==> src/posted_fail_pkg.sv <==
// package of constants for the posted-write failure queue
// assumes: included before every design file of the block
package posted_fail_pkg;

    // ------------------------------------------------------------
    // failure-address register layout
    // ------------------------------------------------------------
    localparam int REG_W = 32;
    localparam int OFFSET_W = 48;
    localparam int REQ_ID_W = 16;
    localparam int REQ_ID_LSB = 16;
    localparam int OFFSET_UPPER_LSB = 0;
    localparam int OFFSET_UPPER_W = 16;
    localparam int OFFSET_LOWER_LSB = 0;
    localparam int OFFSET_LOWER_W = 32;
    localparam int BUS_INDEX_LSB = 6;
    localparam int NODE_INDEX_W = 6;
    localparam int ENTRY_W = REQ_ID_W + OFFSET_W;

    // ------------------------------------------------------------
    // reset values
    // ------------------------------------------------------------
    localparam logic [31:0] ADDR_HIGH_RESET = 32'h0000_0000;
    localparam logic [31:0] ADDR_LOW_RESET = 32'h0000_0000;
    localparam logic EVENT_RESET = 1'b0;

    // ------------------------------------------------------------
    // defaults and timing
    // ------------------------------------------------------------
    localparam int DEFAULT_QUEUE_DEPTH = 4;
    localparam int ACK_LATENCY_CYCLES = 1;

    // ------------------------------------------------------------
    // head presentation states
    // ------------------------------------------------------------
    typedef enum logic [1:0] {
        HEAD_IDLE,
        HEAD_FETCH,
        HEAD_LOAD,
        HEAD_SHOW
    } head_state_t;

endpackage

==> src/posted_write_error_queue.sv <==
// posted-write failure queue with head registers and posting limit
// assumes: link asks for acks, host-bus side reports landing or failure of posted writes
//
// Operation
// - while failure event set, registers hold the failed write's 48-bit offset
// - read-only field gives bus and node number of the requester
// - high register holds upper 16 offset bits, read-only
// - low register holds lower 32 offset bits, read-only
// - requester id and offset form one 64-bit value over two registers
// - failed posted write is queued and the failure event raised
// - failed packet is dropped from the fifo so traffic continues
// - on consumption, retire head, show next entry, raise event again
// - no failure events once the queue is empty
// - head is consumed as soon as the event flag is cleared
// - no more ack_complete outstanding than queue entries
// - writes beyond posting capacity get ack_pending instead
// - capacity freed only by successful landing or software retiring
// - posting may be left out: then nothing is posted or reported
// - queue depth is an implementation parameter, from 1 to 256
// - writes to posting ranges may be acked before reaching memory
// - event set keeps write pending; clearing it ends pending state
`timescale 1ns/1ns
`default_nettype none
module posted_write_error_queue
    import posted_fail_pkg::*;
#(
    parameter int QUEUE_DEPTH = DEFAULT_QUEUE_DEPTH,
    parameter bit POST_SUPPORT = 1'b1
)
(
    // clock and reset
    input wire logic clk,
    input wire logic rst_n,
    // software control
    input wire logic postEnable,
    input wire logic eventClear,
    // physical write requests from the link
    input wire logic physWrReq,
    input wire logic physWrPostable,
    output logic ackValid_q,
    output logic ackComplete_q,
    // host-bus outcome of posted writes
    input wire logic wrLanded,
    input wire logic wrFail,
    input wire logic [REQ_ID_W-1:0] wrFailReqId,
    input wire logic [OFFSET_W-1:0] wrFailOffset,
    output logic failDrop_q,
    // software-visible state
    output logic postedFailEvent_q,
    output logic [REG_W-1:0] postedFailAddrHigh_q,
    output logic [REG_W-1:0] postedFailAddrLow_q
);

    // ------------------------------------------------------------
    // sizing
    // ------------------------------------------------------------
    localparam int AW = (QUEUE_DEPTH > 1) ? $clog2(QUEUE_DEPTH) : 1;
    localparam int CW = $clog2(QUEUE_DEPTH + 1) + 1;

    if (QUEUE_DEPTH < 1 || QUEUE_DEPTH > 256)
    begin : g_depth_check
        $error("QUEUE_DEPTH must lie in 1..256");
    end

    function automatic logic [AW-1:0] nextPtr(input logic [AW-1:0] p);
        nextPtr = (p == AW'(QUEUE_DEPTH - 1)) ? '0 : AW'(p + 1'b1);
    endfunction

    // ------------------------------------------------------------
    // signals
    // ------------------------------------------------------------
    head_state_t headState_q;
    logic [AW-1:0] wrPtr_q;
    logic [AW-1:0] rdPtr_q;
    logic [CW-1:0] entryCount_q;
    logic [CW-1:0] creditCount;
    logic creditFull;
    logic grantPost;
    logic retireHead;
    logic queueWrite;
    logic [ENTRY_W-1:0] headData;

    // ------------------------------------------------------------
    // posting decision
    // ------------------------------------------------------------
    // capacity counts in-flight and failed-but-queued writes alike
    assign grantPost = POST_SUPPORT && postEnable && physWrReq && physWrPostable
                       && !creditFull;
    assign retireHead = (headState_q == HEAD_SHOW) && postedFailEvent_q && eventClear;
    assign queueWrite = POST_SUPPORT && wrFail;

    post_credit_counter #(
        .DEPTH(QUEUE_DEPTH),
        .CW(CW)
    ) u_credit (
        .clk(clk),
        .rst_n(rst_n),
        .take(grantPost),
        .landed(wrLanded),
        .retired(retireHead),
        .count_q(creditCount),
        .full_q(creditFull)
    );

    always_ff @(posedge clk or negedge rst_n)
    begin
        if (!rst_n)
        begin
            ackValid_q <= 1'b0;
            ackComplete_q <= 1'b0;
        end
        else
        begin
            ackValid_q <= physWrReq;
            ackComplete_q <= grantPost;
        end
    end

    // ------------------------------------------------------------
    // failure queue
    // ------------------------------------------------------------
    err_queue_mem #(
        .DEPTH(QUEUE_DEPTH),
        .WIDTH(ENTRY_W),
        .AW(AW)
    ) u_mem (
        .clk(clk),
        .wrEn(queueWrite),
        .wrAddr(wrPtr_q),
        .wrData({wrFailReqId, wrFailOffset}),
        .rdAddr(rdPtr_q),
        .rdData_q(headData)
    );

    always_ff @(posedge clk or negedge rst_n)
    begin
        if (!rst_n)
        begin
            wrPtr_q <= '0;
            rdPtr_q <= '0;
        end
        else
        begin
            if (queueWrite)
            begin
                wrPtr_q <= nextPtr(wrPtr_q);
            end
            if (retireHead)
            begin
                rdPtr_q <= nextPtr(rdPtr_q);
            end
        end
    end

    always_ff @(posedge clk or negedge rst_n)
    begin
        if (!rst_n)
        begin
            entryCount_q <= '0;
        end
        else
        begin
            entryCount_q <= CW'(entryCount_q + CW'(queueWrite) - CW'(retireHead));
        end
    end

    // the failed packet leaves the fifo at once
    always_ff @(posedge clk or negedge rst_n)
    begin
        if (!rst_n)
        begin
            failDrop_q <= 1'b0;
        end
        else
        begin
            failDrop_q <= queueWrite;
        end
    end

    // ------------------------------------------------------------
    // head presentation
    // ------------------------------------------------------------
    always_ff @(posedge clk or negedge rst_n)
    begin
        if (!rst_n)
        begin
            headState_q <= HEAD_IDLE;
        end
        else
        begin
            unique case (headState_q)
                HEAD_IDLE:
                begin
                    if (entryCount_q != '0)
                    begin
                        headState_q <= HEAD_FETCH;
                    end
                end
                HEAD_FETCH:
                begin
                    headState_q <= HEAD_LOAD;
                end
                HEAD_LOAD:
                begin
                    headState_q <= HEAD_SHOW;
                end
                HEAD_SHOW:
                begin
                    if (retireHead)
                    begin
                        headState_q <= HEAD_IDLE;
                    end
                end
            endcase
        end
    end

    always_ff @(posedge clk or negedge rst_n)
    begin
        if (!rst_n)
        begin
            postedFailEvent_q <= EVENT_RESET;
        end
        else if (headState_q == HEAD_LOAD)
        begin
            postedFailEvent_q <= 1'b1;
        end
        else if (retireHead)
        begin
            postedFailEvent_q <= 1'b0;
        end
    end

    always_ff @(posedge clk or negedge rst_n)
    begin
        if (!rst_n)
        begin
            postedFailAddrHigh_q <= ADDR_HIGH_RESET;
            postedFailAddrLow_q <= ADDR_LOW_RESET;
        end
        else if (headState_q == HEAD_LOAD)
        begin
            // requester id above upper offset, lower offset alone
            postedFailAddrHigh_q <= {headData[ENTRY_W-1 -: REQ_ID_W],
                                     headData[OFFSET_W-1 -: OFFSET_UPPER_W]};
            postedFailAddrLow_q <= headData[OFFSET_LOWER_W-1:0];
        end
    end
endmodule
`default_nettype wire

==> src/err_queue_mem.sv <==
// small memory holding failed posted-write entries
// assumes: one write port, one read port, read data registered
`timescale 1ns/1ns
`default_nettype none
module err_queue_mem
    import posted_fail_pkg::*;
#(
    parameter int DEPTH = DEFAULT_QUEUE_DEPTH,
    parameter int WIDTH = ENTRY_W,
    parameter int AW = 2
)
(
    // clock
    input wire logic clk,
    // write side
    input wire logic wrEn,
    input wire logic [AW-1:0] wrAddr,
    input wire logic [WIDTH-1:0] wrData,
    // read side
    input wire logic [AW-1:0] rdAddr,
    output logic [WIDTH-1:0] rdData_q
);

    logic [WIDTH-1:0] mem [DEPTH];

    if (DEPTH < 1 || DEPTH > (1 << AW))
    begin : g_depth_check
        $error("DEPTH must lie in 1..2**AW");
    end

    always_ff @(posedge clk)
    begin
        if (wrEn)
        begin
            mem[wrAddr] <= wrData;
        end
    end

    always_ff @(posedge clk)
    begin
        rdData_q <= mem[rdAddr];
    end

endmodule
`default_nettype wire

==> src/post_credit_counter.sv <==
// counter of outstanding posted writes against the queue depth
// assumes: take, landed and retired are one-cycle pulses
`timescale 1ns/1ns
`default_nettype none
module post_credit_counter
    import posted_fail_pkg::*;
#(
    parameter int DEPTH = DEFAULT_QUEUE_DEPTH,
    parameter int CW = 3
)
(
    // clock and reset
    input wire logic clk,
    input wire logic rst_n,
    // credit events
    input wire logic take,
    input wire logic landed,
    input wire logic retired,
    // state
    output logic [CW-1:0] count_q,
    output logic full_q
);

    logic [CW-1:0] count_d;

    if (DEPTH < 1 || DEPTH >= (1 << CW))
    begin : g_width_check
        $error("CW too narrow for DEPTH");
    end

    always_comb
    begin
        count_d = count_q;
        if (take)
        begin
            count_d = CW'(count_d + 1'b1);
        end
        if (landed && count_d != '0)
        begin
            count_d = CW'(count_d - 1'b1);
        end
        if (retired && count_d != '0)
        begin
            count_d = CW'(count_d - 1'b1);
        end
    end

    always_ff @(posedge clk or negedge rst_n)
    begin
        if (!rst_n)
        begin
            count_q <= '0;
            full_q <= 1'b0;
        end
        else
        begin
            count_q <= count_d;
            full_q <= (count_d >= CW'(DEPTH));
        end
    end

endmodule
`default_nettype wire

==> config.mk <==
export PLATFORM = sky130hd
export DESIGN_NAME = posted_write_error_queue
export DESIGN_NICKNAME = d
export VERILOG_FILES = /design/src/posted_fail_pkg.sv /design/src/posted_write_error_queue.sv /design/src/err_queue_mem.sv /design/src/post_credit_counter.sv
export SDC_FILE = /design/constraint.sdc
export NUM_CORES = 1
export LEC_CHECK = 0
export BUFFER_PORTS_ARGS = -buffer_cell sky130_fd_sc_hd__buf_2
export CAP_MARGIN = 10
export CORE_MARGIN = 4
export CORE_UTILIZATION = 61
export DETAILED_ROUTE_END_ITERATION = 8
export PLACE_DENSITY_LB_ADDON = 0.08
export SYNTH_ARGS = -nofsm -noshare
export SYNTH_HDL_FRONTEND = slang
export SYNTH_SLANG_ARGS = --single-unit
export TNS_END_PERCENT = 30
==> constraint.sdc <==
create_clock -name clk -period 5.84 [get_ports clk]
set_input_delay 0.292 -clock clk [delete_from_list [all_inputs] [get_ports clk]]
set_output_delay 0.292 -clock clk [all_outputs]
set_load 0.03 [all_outputs]
## Yosys cells after proc, flatten, opt, wreduce, memory -nomap -nowiden

Memory sizes are Yosys's and may differ from the RTL's. A register that Yosys moved wholly into a read port is not among the register bits.
Cells that the tools add are included.

- Memory bits (writable): 256
- Bits in registers: 83
- Logic and storage cells: 54
- Memories: 1
- Output and inout port bits: 68
- Input bits: 72

- Eq/ne operators: 7
- $add $sub $neg: 7
- $lt $le $gt $ge: 1
- Multiplexer cells: 12
- Reductions and logical operators: 14

Memories:

| name | depth | bits a word | rd ports | clocked after memory_dff | write ports | line | RTL |
|---|---|---|---|---|---|---|---|
| u_mem.mem | 4 | 64 | 1 | 1 | 1 | err_queue_mem.sv:24 | `logic [WIDTH-1:0] mem [DEPTH];` |

Operator list:

| kind | number |
|---|---|
| 2-to-1 mux 4 bit | 3 |
| nonzero test 4 bit | 3 |
| == test 2 bit (second input constant) | 4 |
| 2-to-1 mux 2 bit | 4 |
| case mux 2 bit (4 select lines) | 1 |
| subtractor 4 x 1 -> 4 bit (second input constant) | 2 |
| logical AND 1 bit | 7 |
| adder 2 x 1 -> 2 bit (second input constant) | 2 |
| adder 4 x 1 -> 4 bit | 1 |
| adder 4 x 1 -> 4 bit (second input constant) | 1 |
| >= comparator 4 x 3 -> 1 bit (second input constant) | 1 |
| 2-to-1 mux 1 bit | 4 |
| inequality test 2 bit (second input constant) | 2 |
| subtractor 4 x 1 -> 4 bit | 1 |
| == test 2 x 1 -> 1 bit (second input constant) | 1 |
| logical NOT 2 bit | 1 |
| AND reduction 2 bit | 1 |
| nonzero test 2 bit | 1 |
| logical NOT 1 bit | 1 |

## Depth between registers and ports, before layout

Gate-level depths: netlist of the first run.

- Depth in word-level cells: 11
- Depth in mapped cells: 10
- Mapped depth without buffers: 10

## By module

Synthesis of the first run repeated with hierarchy kept, for this count alone.

- Cell total of the unflattened synthesis: 655
- Area, all modules: 14431.3 um^2

Modules (own cells, without submodules):

| module | area an instance (um^2) | cells an instance | instances | seq. area each (um^2) |
|---|---|---|---|---|
| err_queue_mem | 10622.7 | 402 | 1 | 8968.6 |
| posted_write_error_queue | 3220.6 | 190 | 1 | 1951.9 |
| post_credit_counter | 588.1 | 63 | 1 | 125.1 |

## Worst setup path after synthesis of the first run

Ideal clock, no wire load.

- Path kind: register -> register
- Start: register wrPtr_q[0]
- End: memory u_mem.mem[2][0] (netlist bit) (enable)
- Period minus slack after synthesis: 2.552 ns
- Required time: 5.411 ns
- Stages on the path, launching flop included: 4
- Library setup time: 0.429 ns
- Slack: 3.288 ns
- Arrival: 2.123 ns
- Path buffers: 0
- Cell sequence: dfrtp_1 -> inv_1 -> ha_1 -> and2_1

RTL lines:

| what | line | RTL |
|---|---|---|
| from (decl) | posted_write_error_queue.sv:73 | `logic [AW-1:0] wrPtr_q;` |
| from (signal assigned) | posted_write_error_queue.sv:146 | `wrPtr_q <= nextPtr(wrPtr_q);` |
| to (decl) | err_queue_mem.sv:24 |  |

No word-level cell before the write port.

## Worst setup path after layout of the first run

- Start: register u_credit.count_q[0]
- End: register u_credit.count_q[1]

- Longest elaborated chain between the ends: 8
- Elaborated cells between the ends (all ways): 10
- Classes of those cells: add/sub (3); mux (3); reduce/logical (4)

Ends and longest elaborated chain:

| what | line | RTL |
|---|---|---|
| from (decl) | post_credit_counter.sv:20 | `output logic [CW-1:0] count_q,` |
| from (signal assigned) | post_credit_counter.sv:57 | `count_q <= count_d;` |
| adder 4 x 1 -> 4 bit | post_credit_counter.sv:36 | `count_d = CW'(count_d + 1'b1);` |
| 2-to-1 mux 4 bit * | post_credit_counter.sv:34 | `if (take)` |
| parallel branches: the longest is 2 deep, another holds subtractor 4 x 1 -> 4 bit | -- |  |
| 2-to-1 mux 4 bit * | post_credit_counter.sv:38 | `if (landed && count_d != '0)` |
| parallel branches: the longest is 2 deep, another holds subtractor 4 x 1 -> 4 bit | -- |  |
| 2-to-1 mux 4 bit * | post_credit_counter.sv:42 | `if (retired && count_d != '0)` |
| net u_credit.count_d[1] | post_credit_counter.sv:24 | `logic [CW-1:0] count_d;` |

Mark *: on every way through the listed nets, which the timed path passes.
A chain may end at the register's enable or synchronous reset.

==> metrics.yaml, run 1 <==
setup_path:
  path_common_cell: "ha_1"
  arrival_ns: 3.04
  reg2regPathDepth: 9
  crit_chain: "ha_1, or3_1, o31ai_2, a211oi_1, o22ai_1, ha_1, nand2_1, o21ai_1, mux2i_1"
  crit_required_ns: 6.27
  setup.worst_path.class: "register to register"
  critPathTopFamily: "compound AO/OA/AOI/OAI gates"
  worstPathMaxFanout: 13
  critPathLaunchType: "register"
  startpoint: "u_credit.count_q[0]$_DFF_PN0_"
  critPathMaxStageDelay_ns: 0.52
  cp_slowest_cell: "dfrtp_1"
  crit_path_end_kind: "register"
  worst-path-stages: 9
  worst-path-buf-inv: 0
  r2r-start: "u_credit.count_q[0]$_DFF_PN0_"
placement:
  dp_slack_ns: 3.282
  io_buffers: 139
  place.gp.congestion: 0.7365
  dpl.cell_count: 1070
  dp_hpwl_um: 14000
logic_synthesis:
  yosysTopAreaCell: "edfxtp_1"
  syn-num-nets: 758
  synth_area_um2: 14140
  synth_cell_types: 45
  ys_warn_count: 0
  synth_area_leaders: "edfxtp_1 (54%), dfrtp_1 (15%), mux4_2 (10%), dfxtp_1 (9.1%), mux2_2 (5.3%)"
  synth_seq_area_share: 0.7809
  synth_compound_area_frac: 0.01831
  synthMuxAreaShare: 0.1559
  synthAdderAreaFrac: 0.01557
  synthCells: 669
  synth_edf_count: 256
  synth-simple-area-share: 0.01283
  synth_top_family_by_area: "multiplexers"
  syn_avg_cell_area_um2: 21.14
  ys.flop_type: "edfxtp_1"
  ys_ff_latch: 403
  synth_top_area_frac: 0.5435
  synth_xor_area_frac: 0.004334
  async_flop_share: 0.2060
die:
  die_x_um: 160.3
  core_area_um2: 22710
  fp-row-count: 55
  dieHeight_um: 160.3
  fp.dieArea_um2: 25690
  start_util: 0.6229
  num_io_pins: 140
power_and_ir_drop:
  vdd_drop_max_mv: 0.3550
  total_power_mw: 9.419
  power_density_nw_per_um2: 549.0
  p_leak_nw: 6.427
timing:
  maxClockFrequency_mhz: 383.8
  hold_violations: 0
  fin_skew_ns: 0.02246
  rsz0062_at_grt: "false"
  finalCritPeriodShare: 0.4461
  setup_ws_ns: 3.235
  setup_viol: 0
  slew_violations: 0
  max_slew_margin: 0.2911
  fin_crit_ns: 2.605
  finalSetupTns_ns: 0
  worst_pin_slew_ns: 1.063
route:
  drcViolationCount: 0
  post_drt_wl_per_cell_um: 21.25
  drt_iter0_drc: 339
  dr.pass1.iters: 4
  dr_total_vias: 6835
  via_per_inst: 5.658
  drtAntennaViolNets: 0
  drt_wl_total_um: 25670
run_status:
  outcome: "completed"
clock_network:
  cts-root-buf: "clkbuf_16"
  clockBufferDepth: 3
  post_cts_buffers: 0
  cts.htree.levels: 2
  numCtsBuffers: 39
  cts_tree: "built"
  clkSlewWorstSetupHoldPaths_ns: 0.06
  cts.sinks: 403
  clock_latency_ns: 0.52
cells_and_area:
  area_growth_pct: 21.30
  instances_no_fill: 1208
  n_fill_cell: 1321
  register_area_um2: 11050
  drive_above_1_share: 0.3774
  multiInputGateArea_um2: 2950
  final_nets: 980
worst_hold_path:
  hold_depth: 1
  hp-start: "wrFailOffset[17]"
  min-delay-path-class: "primary input to register"
grt:
  overflow: 0
  grt_pass1_wl_um: 41230
  antenna_found_initial: 1
  grt_pass1_vias: 7585
  track_usage: 0.2054
  grt_max_degree: 67
flow_run:
  maxCapViolations: 0
==> cell usage in the layout (no fill, tap or decap), drive strengths merged, types with 7 or more instances in the layout <==
cell type | netlist | layout
nand2 | 12 | 12
ha | 16 | 16
dlygate4sd3 | 0 | 65
mux4 | 64 | 64
dfxtp | 64 | 64
clkbuf | 14 | 54
edfxtp | 256 | 256
inv | 17 | 18
o21ai | 10 | 10
nor2 | 7 | 7
buf | 11 | 141
clkinv | 0 | 11
dfrtp | 83 | 83
mux2 | 67 | 67
==> per-stage QoR <==
stage | hold WS (ns) | utilization | instance area (µm²)
2_1_floorplan | -0.003591 | - | 14140
4_1_cts | 0.002614 | 0.7554 | 17160
3_5_place_dp | 0.2674 | 0.6666 | 15140
6_report | 0.02440 | 0.7555 | 17160
5_1_grt | 0.008133 | 0.7555 | 17160
3_3_place_gp | 0.2650 | 0.6666 | 15140
==> layout make-up <==
| class | count | share of cell area |
|---|---|---|
| tap | 285 | 0.02078 |
| timing repair buffer | 206 | 0.07949 |
| multi-input combinational | 224 | 0.1720 |
| antenna | 1 | 0.0001458 |
| clock buffer | 54 | 0.06490 |
| clock inverter | 18 | 0.01480 |
| inverter | 17 | 0.003719 |
| sequential | 403 | 0.6442 |
==> synth_stat cells, types with 2 or more instances <==
master and n:
a211oi_1 2, a21o_1 4, a21oi_1 5, and2_1 4, buf_1 2, buf_2 8
clkbuf_1 14, dfrtp_1 83, dfxtp_1 64, edfxtp_1 256, ha_1 16, inv_1 17
mux2_2 66, mux4_2 64, nand2_1 12, nand3_1 4, nor2_1 7, nor3_1 2
o21ai_0 8, xnor2_1 3, xor2_1 4
==> cells by family (layout without fill, tap and decap cells) <==
group / count (synthesis) / in the layout
simple gates: 34 / 34
mux: 132 / 132
other cells: 0 / 1
flops: 403 / 403
fa+ha+maj: 17 / 17
buf+inv: 42 / 295
compound gates: 34 / 34
xor+xnor: 7 / 7
==> sequential cells by signal (all words and copies together), names as in the netlist <==
name and count:
u_mem.rdData_q 64, failDrop_q 1, entryCount_q 4, wrPtr_q 2, ackComplete_q 1, u_credit.full_q 1, postedFailAddrLow_q 32, postedFailAddrHigh_q 32
u_mem.mem 256, postedFailEvent_q 1, headState_q 2, u_credit.count_q 4, ackValid_q 1, rdPtr_q 2
==> per-layer routing <==
layer / routed length (µm) / vias to the layer above / global-route usage
met2: 13860 / 187 / 0.3653
met4: 395 / 0 / 0.04693
met5: 0 / - / 0
met1: 10000 / 3543 / 0.2595
li1: - / 3063 / -
met3: 1414 / 42 / 0.04877
==> repair_timing <==
action / 4_1_cts / 5_1_grt
endpoints found under the hold margin: 275 / 0
resized for setup: 0 / 0
hold buffers: 65 / 0
==> where the power goes <==
group          leakage [nW]  internal [mW]  switching, mW
registers              3.87           3.90          0.449
clock network         0.679           1.61           1.01
logic                  1.88           1.11           1.34
total                  6.43           6.62           2.80
==> final timing paths <==
check                                                       endpoint  slack, ns
worst max register to register         u_credit.count_q[1]$_DFF_PN0_       3.23
worst min register to register  postedFailAddrHigh_q[17]$_DFFE_PN0P_       0.46
worst min-delay path                      u_mem.mem[2][17]$_DFFE_PP_       0.02
worst max-delay path                   u_credit.count_q[1]$_DFF_PN0_       3.23
max in group asynchronous                     rdPtr_q[0]$_DFFE_PN0P_       4.31
min in group asynchronous       postedFailAddrHigh_q[24]$_DFFE_PN0P_       0.28
No activity file was read; power rests on OpenSTA's default activity.
==> run 2: changes to the inputs <==
--- a/config.mk
+++ b/config.mk
@@ -8,7 +8,7 @@
 export BUFFER_PORTS_ARGS = -buffer_cell sky130_fd_sc_hd__buf_2
 export CAP_MARGIN = 10
 export CORE_MARGIN = 4
-export CORE_UTILIZATION = 61
+export CORE_UTILIZATION = 58
 export DETAILED_ROUTE_END_ITERATION = 8
 export PLACE_DENSITY_LB_ADDON = 0.08
 export SYNTH_ARGS = -nofsm -noshare
==> constraint.sdc (replaced) <==
create_clock -name clk -period 2.41 [get_ports clk]
set_input_delay 0.1205 -clock clk [delete_from_list [all_inputs] [get_ports clk]]
set_output_delay 0.1205 -clock clk [all_outputs]
set_load 0.03 [all_outputs]
==> run 2 against run 1 <==
  * Sequential power rose by 140%
  * Sequential cell count did not move
  * Clock-buffer cell count rose by 7
  * Clock skew fell by 0.011 ns
  * Design area rose by 1.6%
  * Wire length rose by 3.2%
  * Critical path depth did not move
  * Highest routed layer unchanged
==> metrics.yaml, run 2 (same netlist as run 1, synthesis figures left out) <==
run_status:
  outcome: "completed"
route:
  dr.pass1.iters: 4
  drcViolationCount: 0
  drtAntennaViolNets: 0
  drt_iter0_drc: 455
  via_per_inst: 5.501
  drt_wl_total_um: 26500
  dr_total_vias: 6964
  post_drt_wl_per_cell_um: 20.93
timing:
  maxClockFrequency_mhz: 429.9
  fin_crit_ns: 2.326
  slew_violations: 0
  worst_pin_slew_ns: 0.6159
  finalCritPeriodShare: 0.9652
  max_slew_margin: 0.5894
  setup_viol: 0
  fin_skew_ns: 0.01163
  hold_violations: 0
power_and_ir_drop:
  sw_frac_of_total: 0.3032
  combPwrFrac: 0.296
  vdd_drop_max_mv: 0.8040
  seqPwrFrac: 0.453
  total_power_mw: 22.65
  power_density_nw_per_um2: 1300
  p_sw_mw: 6.867
  pwr-share-clk: 0.251
  intPower_mw: 15.78
  p_leak_nw: 6.517
die:
  num_io_pins: 140
  dieHeight_um: 164.2
  die_x_um: 164.2
  fp-row-count: 56
  fp.dieArea_um2: 26950
  core_area_um2: 23750
  start_util: 0.5955
grt:
  track_usage: 0.2035
  overflow: 0
  grt_pass1_wl_um: 41620
  antenna_found_initial: 0
  grt_max_degree: 42
  grt_pass1_vias: 7849
cells_and_area:
  instances_no_fill: 1266
  drive_above_1_share: 0.3918
  final_cell_mix: "edfxtp_1 (256), buf_2 (138), dfrtp_1 (80)"
  area_growth_pct: 23.18
  layout_commonest_cell: "edfxtp_1"
  diodes: 0
  largest_reg_flops: 256
  final_nets: 1007
  top_regs: "u_mem.mem: 256 flops, u_mem.rdData_q: 64 flops"
  final_util: 0.7336
  top_register: "u_mem.mem"
clock_network:
  cts_tree: "built"
  clockBufferDepth: 3
  clock_latency_ns: 0.52
  cts-root-buf: "clkbuf_16"
  cts.htree.levels: 2
  cts.sinks: 403
  numCtsBuffers: 39
  clkSlewWorstSetupHoldPaths_ns: 0.06
placement:
  io_buffers: 139
  dp_hpwl_um: 15470
  place.gp.congestion: 0.8289
  dpl.cell_count: 1123
setup_path:
  critPathLaunchType: "register"
  worstPathMaxFanout: 6
  crit_path_end_kind: "register"
  crit_required_ns: 2.84
  cp_slowest_cell: "dfrtp_2"
  arrival_ns: 2.76
  setup.worst_path.class: "register to register"
  crit_chain: "ha_2, or3_1, o31ai_4, a211oi_2, o22ai_2, ha_4, nand2_1, o21ai_2, mux2i_1"
  critPathMaxStageDelay_ns: 0.47
worst_hold_path:
  min-delay-path-class: "primary input to async pin"
flow_run:
  maxCapViolations: 0
==> run 2: power by group through the flow <==
stage          clock network (mW)  registers [mW]  logic, mW
2_1_floorplan                   0            11.2       3.54
3_3_place_gp                    0            10.3       6.31
3_5_place_dp                    0            10.4       6.54
4_1_cts                      5.83            10.3       6.70
5_1_grt                      6.13            10.5       7.18
6_report                     5.68            10.3       6.71
==> run 2: critical path: cells and delay by family, from the launching register on <==
kind            cells  cell delay [ns]
compound gates      4             0.62
simple gates        2             0.50
flops               1             0.47
fa+ha+maj           2             0.45
mux                 1             0.21
==> run 2: worst paths after layout <==
check / slack (ns) / cells past startpoint / endpoint / from
setup / recovery: 0.08 / 9 / u_credit.count_q[1]$_DFF_PN0_ / u_credit.count_q[1]$_DFF_PN0_
hold / removal: 0.17 / 2 / postedFailAddrHigh_q[23]$_DFFE_PN0P_ / rst_n
setup reg to reg: 0.08 / 9 / u_credit.count_q[1]$_DFF_PN0_ / u_credit.count_q[1]$_DFF_PN0_
hold reg to reg: 0.46 / 1 / postedFailAddrLow_q[31]$_DFFE_PN0P_ / u_mem.rdData_q[31]$_DFF_P_
max in group asynchronous: 1.52 / 3 / postedFailAddrLow_q[29]$_DFFE_PN0P_ / rst_n
min in group clk: 0.19 / 3 / u_credit.count_q[2]$_DFF_PN0_ / wrLanded
==> run 2: metal layers <==
layer,up-vias,track usage,wire (µm)
met3,54,0.03764,1333
met4,0,0.06710,713
met5,-,0,0
met1,3594,0.2518,10170
li1,3115,-,-
met2,201,0.3643,14280
==> run 2: timing repair <==
item                                    CTS  global route
hold endpoints to repair                301             0
hold buffers                             70             0
setup buffers                             1             2
resized for setup                         4             8
endpoints found under the setup margin    4             6
pin swaps                                 1             2
==> run 2: through the flow <==
stage	setup TNS, ns	worst slack, ns	hold slack, ns	instance area (µm²)
after CTS	0	0.05041	0.1035	17370
after global placement	0	0.1758	0.1677	15430
after floorplan	-12.32	-0.1233	-0.1751	14150
final	0	0.08389	0.1691	17420
after detailed placement	-0.1802	-0.09497	0.1829	15430
after global routing	-0.005815	-0.003441	0.1626	17420
==> run 2: area by class of cell <==
cell class / instances / area, µm²
repair buffers: 233 / 1692
clock buffers: 61 / 1171
well taps: 319 / 399.1
fillers: 1380 / 6329
clock inverters: 9 / 43.79
inverters: 17 / 63.81
flip-flops and latches: 403 / 11050
multi-input cells: 224 / 3000
==> run 3: changes to the inputs <==
--- a/config.mk
+++ b/config.mk
@@ -5,12 +5,13 @@
 export SDC_FILE = /design/constraint.sdc
 export NUM_CORES = 1
 export LEC_CHECK = 0
+export ABC_AREA = 1
 export BUFFER_PORTS_ARGS = -buffer_cell sky130_fd_sc_hd__buf_2
 export CAP_MARGIN = 10
 export CORE_MARGIN = 4
 export CORE_UTILIZATION = 58
 export DETAILED_ROUTE_END_ITERATION = 8
-export PLACE_DENSITY_LB_ADDON = 0.08
+export PLACE_DENSITY = 0.79
 export SYNTH_ARGS = -nofsm -noshare
 export SYNTH_HDL_FRONTEND = slang
 export SYNTH_SLANG_ARGS = --single-unit
==> run 3 against run 2 <==
  * Maximum frequency increased by 1.5%
  * Clock-buffer cell count decreased by 5
  * Worst hold slack worse by 0.15 ns
  * Via count grew 32%
  * Critical endpoint is now u_credit.full_q$_DFF_PN0_
==> metrics.yaml, run 3 <==
run_status:
  outcome: "completed"
grt:
  overflow: 0
  track_usage: 0.2264
  grt_max_degree: 73
  grt_pass1_vias: 9223
  antenna_found_initial: 0
  grt_pass1_wl_um: 47950
setup_path:
  r2r-start: "u_credit.count_q[0]$_DFF_PN0_"
  regToRegSetupSlack_ns: 0.12
  crit_path_end_kind: "register"
  critPathLaunchType: "register"
  reg2regPathDepth: 13
  arrival_ns: 2.69
  crit_required_ns: 2.81
  reg2reg_to: "u_credit.full_q$_DFF_PN0_"
  crit_chain: "ha_1, xnor2_2, o21ai_4, nor2_2, nand2_1, nand3_2, xor2_2, ha_2, nand2_1, nand2_2, nor2_1, nor2_2, nand3_1"
  setup.worst_path.class: "register to register"
  worstPathMaxFanout: 5
  cp_slowest_cell: "dfrtp_1"
  critPathMaxStageDelay_ns: 0.43
  startpoint: "u_credit.count_q[0]$_DFF_PN0_"
timing:
  slew_violations: 0
  fin_hold_ws_ns: 0.02131
  setup_viol: 0
  fin_skew_ns: 0.007780
  max_slew_margin: 0.5093
  hold_violations: 0
  finalCritPeriodShare: 0.9508
  worst_pin_slew_ns: 0.7360
  finalSetupTns_ns: 0
  maxClockFrequency_mhz: 436.4
  fin_crit_ns: 2.291
  setup_ws_ns: 0.1186
die:
  num_io_pins: 140
  fp.dieArea_um2: 27220
  start_util: 0.5895
  fp-row-count: 57
  core_area_um2: 24250
  dieHeight_um: 165.0
  die_x_um: 165.0
cells_and_area:
  register_area_um2: 11050
  layout_commonest_cell: "edfxtp_1"
  diodes: 0
  drive_above_1_share: 0.1856
  n_fill_cell: 1589
  top_register: "u_mem.mem"
  final_cell_mix: "edfxtp_1 (256), nand2_1 (214), nor2_1 (139)"
  largest_reg_flops: 256
  area_growth_pct: 21.78
  top_regs: "u_mem.mem: 256 flops, u_mem.rdData_q: 64 flops"
  multiInputGateArea_um2: 2932
  instances_no_fill: 1671
  final_nets: 1406
worst_hold_path:
  hp-start: "eventClear"
  hold_depth: 4
  min-delay-path-class: "primary input to register"
  min_to: "postedFailEvent_q$_DFFE_PN0P_"
logic_synthesis:
  synth_top_area_frac: 0.5378
  async_flop_share: 0.2060
  synth_seq_area_share: 0.7727
  synth_area_um2: 14290
  synthCells: 1101
  ys_ff_latch: 403
  yosysMostFrequentCell: "edfxtp_1"
  syn-num-nets: 1190
  yosysTopAreaCell: "edfxtp_1"
  synth_common_cells: "edfxtp_1 (256), nand2_1 (215), nor2_1 (139)"
  synth_edf_count: 256
  synth_cell_types: 32
  syn_avg_cell_area_um2: 12.98
  synth_area_leaders: "edfxtp_1 (54%), dfrtp_1 (15%), dfxtp_1 (9.0%), nand2_1 (5.6%), o21ai_0 (4.7%)"
  ys_warn_count: 0
  ys.flop_type: "edfxtp_1"
route:
  dr_total_vias: 9176
  drtAntennaViolNets: 0
  drt_iter0_drc: 800
  post_drt_wl_per_cell_um: 18.38
  drt_wl_total_um: 30710
  dr.pass1.iters: 5
  drcViolationCount: 0
  via_per_inst: 5.491
clock_network:
  cts.htree.levels: 2
  numCtsBuffers: 39
  clock_latency_ns: 0.51
  cts.sinks: 403
  cts-root-buf: "clkbuf_16"
  clockBufferDepth: 3
  clkSlewWorstSetupHoldPaths_ns: 0.06
  cts_tree: "built"
flow_run:
  maxCapViolations: 0
power_and_ir_drop:
  total_power_mw: 23.32
  power_density_nw_per_um2: 1339
  vdd_drop_max_mv: 1.085
  p_leak_nw: 7.029
placement:
  place.gp.congestion: 0.7426
  io_buffers: 139
  dp_hpwl_um: 17030
  dp_slack_ns: 0.06035
  dpl.cell_count: 1529
[run 3: power by group]
group,switching (mW),internal (mW)
clock,2.38,3.58
combinational,5.00,2.16
sequential,0.770,9.43
[run 3: kinds of logic (layout without fill, tap and decap cells)]
| logic type | Yosys count | count (layout) | share of synthesized area |
|---|---|---|---|
| fa+ha+maj | 17 | 17 | 0.01540 |
| xor+xnor | 5 | 5 | 0.003063 |
| compound gates | 207 | 207 | 0.07974 |
| simple gates | 381 | 381 | 0.1053 |
| flops | 403 | 403 | 0.7727 |
| buf+inv | 88 | 334 | 0.02381 |
[run 3: worst max path at each step]
stage	endpoint	slack, ns
after global routing	u_credit.full_q$_DFF_PN0_	-0.07
after floorplan	u_mem.mem[2][0]$_DFFE_PP_	0.09
after detailed placement	u_credit.full_q$_DFF_PN0_	0.06
final	u_credit.full_q$_DFF_PN0_	0.12
after global placement	u_credit.full_q$_DFF_PN0_	0.20
after CTS	u_credit.full_q$_DFF_PN0_	0.07
[run 3: per-layer routing]
layer,wire length (µm),global-route usage,share of wire
met5,0,0,0
met4,701,0.07183,0.023
met3,1960,0.04168,0.064
met2,16070,0.3979,0.52
met1,11980,0.2866,0.39
[run 3: what timing repair did]
action | 4_1_cts | 5_1_grt
setup buffers | 0 | 4
hold endpoints to repair | 290 | 0
resized for setup | 0 | 4
hold buffers | 67 | 0
setup endpoints to repair | 0 | 4
[run 3: final cells by class]
type	instances	area share
clock inverters	15	0.009631
inverters	32	0.007403
clock buffers	56	0.06275
multi-input cells	610	0.1684
flip-flops and latches	403	0.6348
repair buffers	231	0.09373
well taps	324	0.02329
[run 3: stage by stage]
step                        util  area (µm²)
after floorplan                -       14300
after global placement    0.6362       15430
after detailed placement  0.6362       15430
after CTS                 0.7158       17360
after global routing      0.7179       17410
final                     0.7179       17410
[run 3: worst max-delay path: cells and delay by family, from the launching register on]
family	cells	cell delay (ns)
and+or+nand+nor	8	0.66
adders and majority gates	2	0.50
DFF	1	0.43
xor gates and xnor gates	2	0.38
AOI/OAI and AO/OA	1	0.19
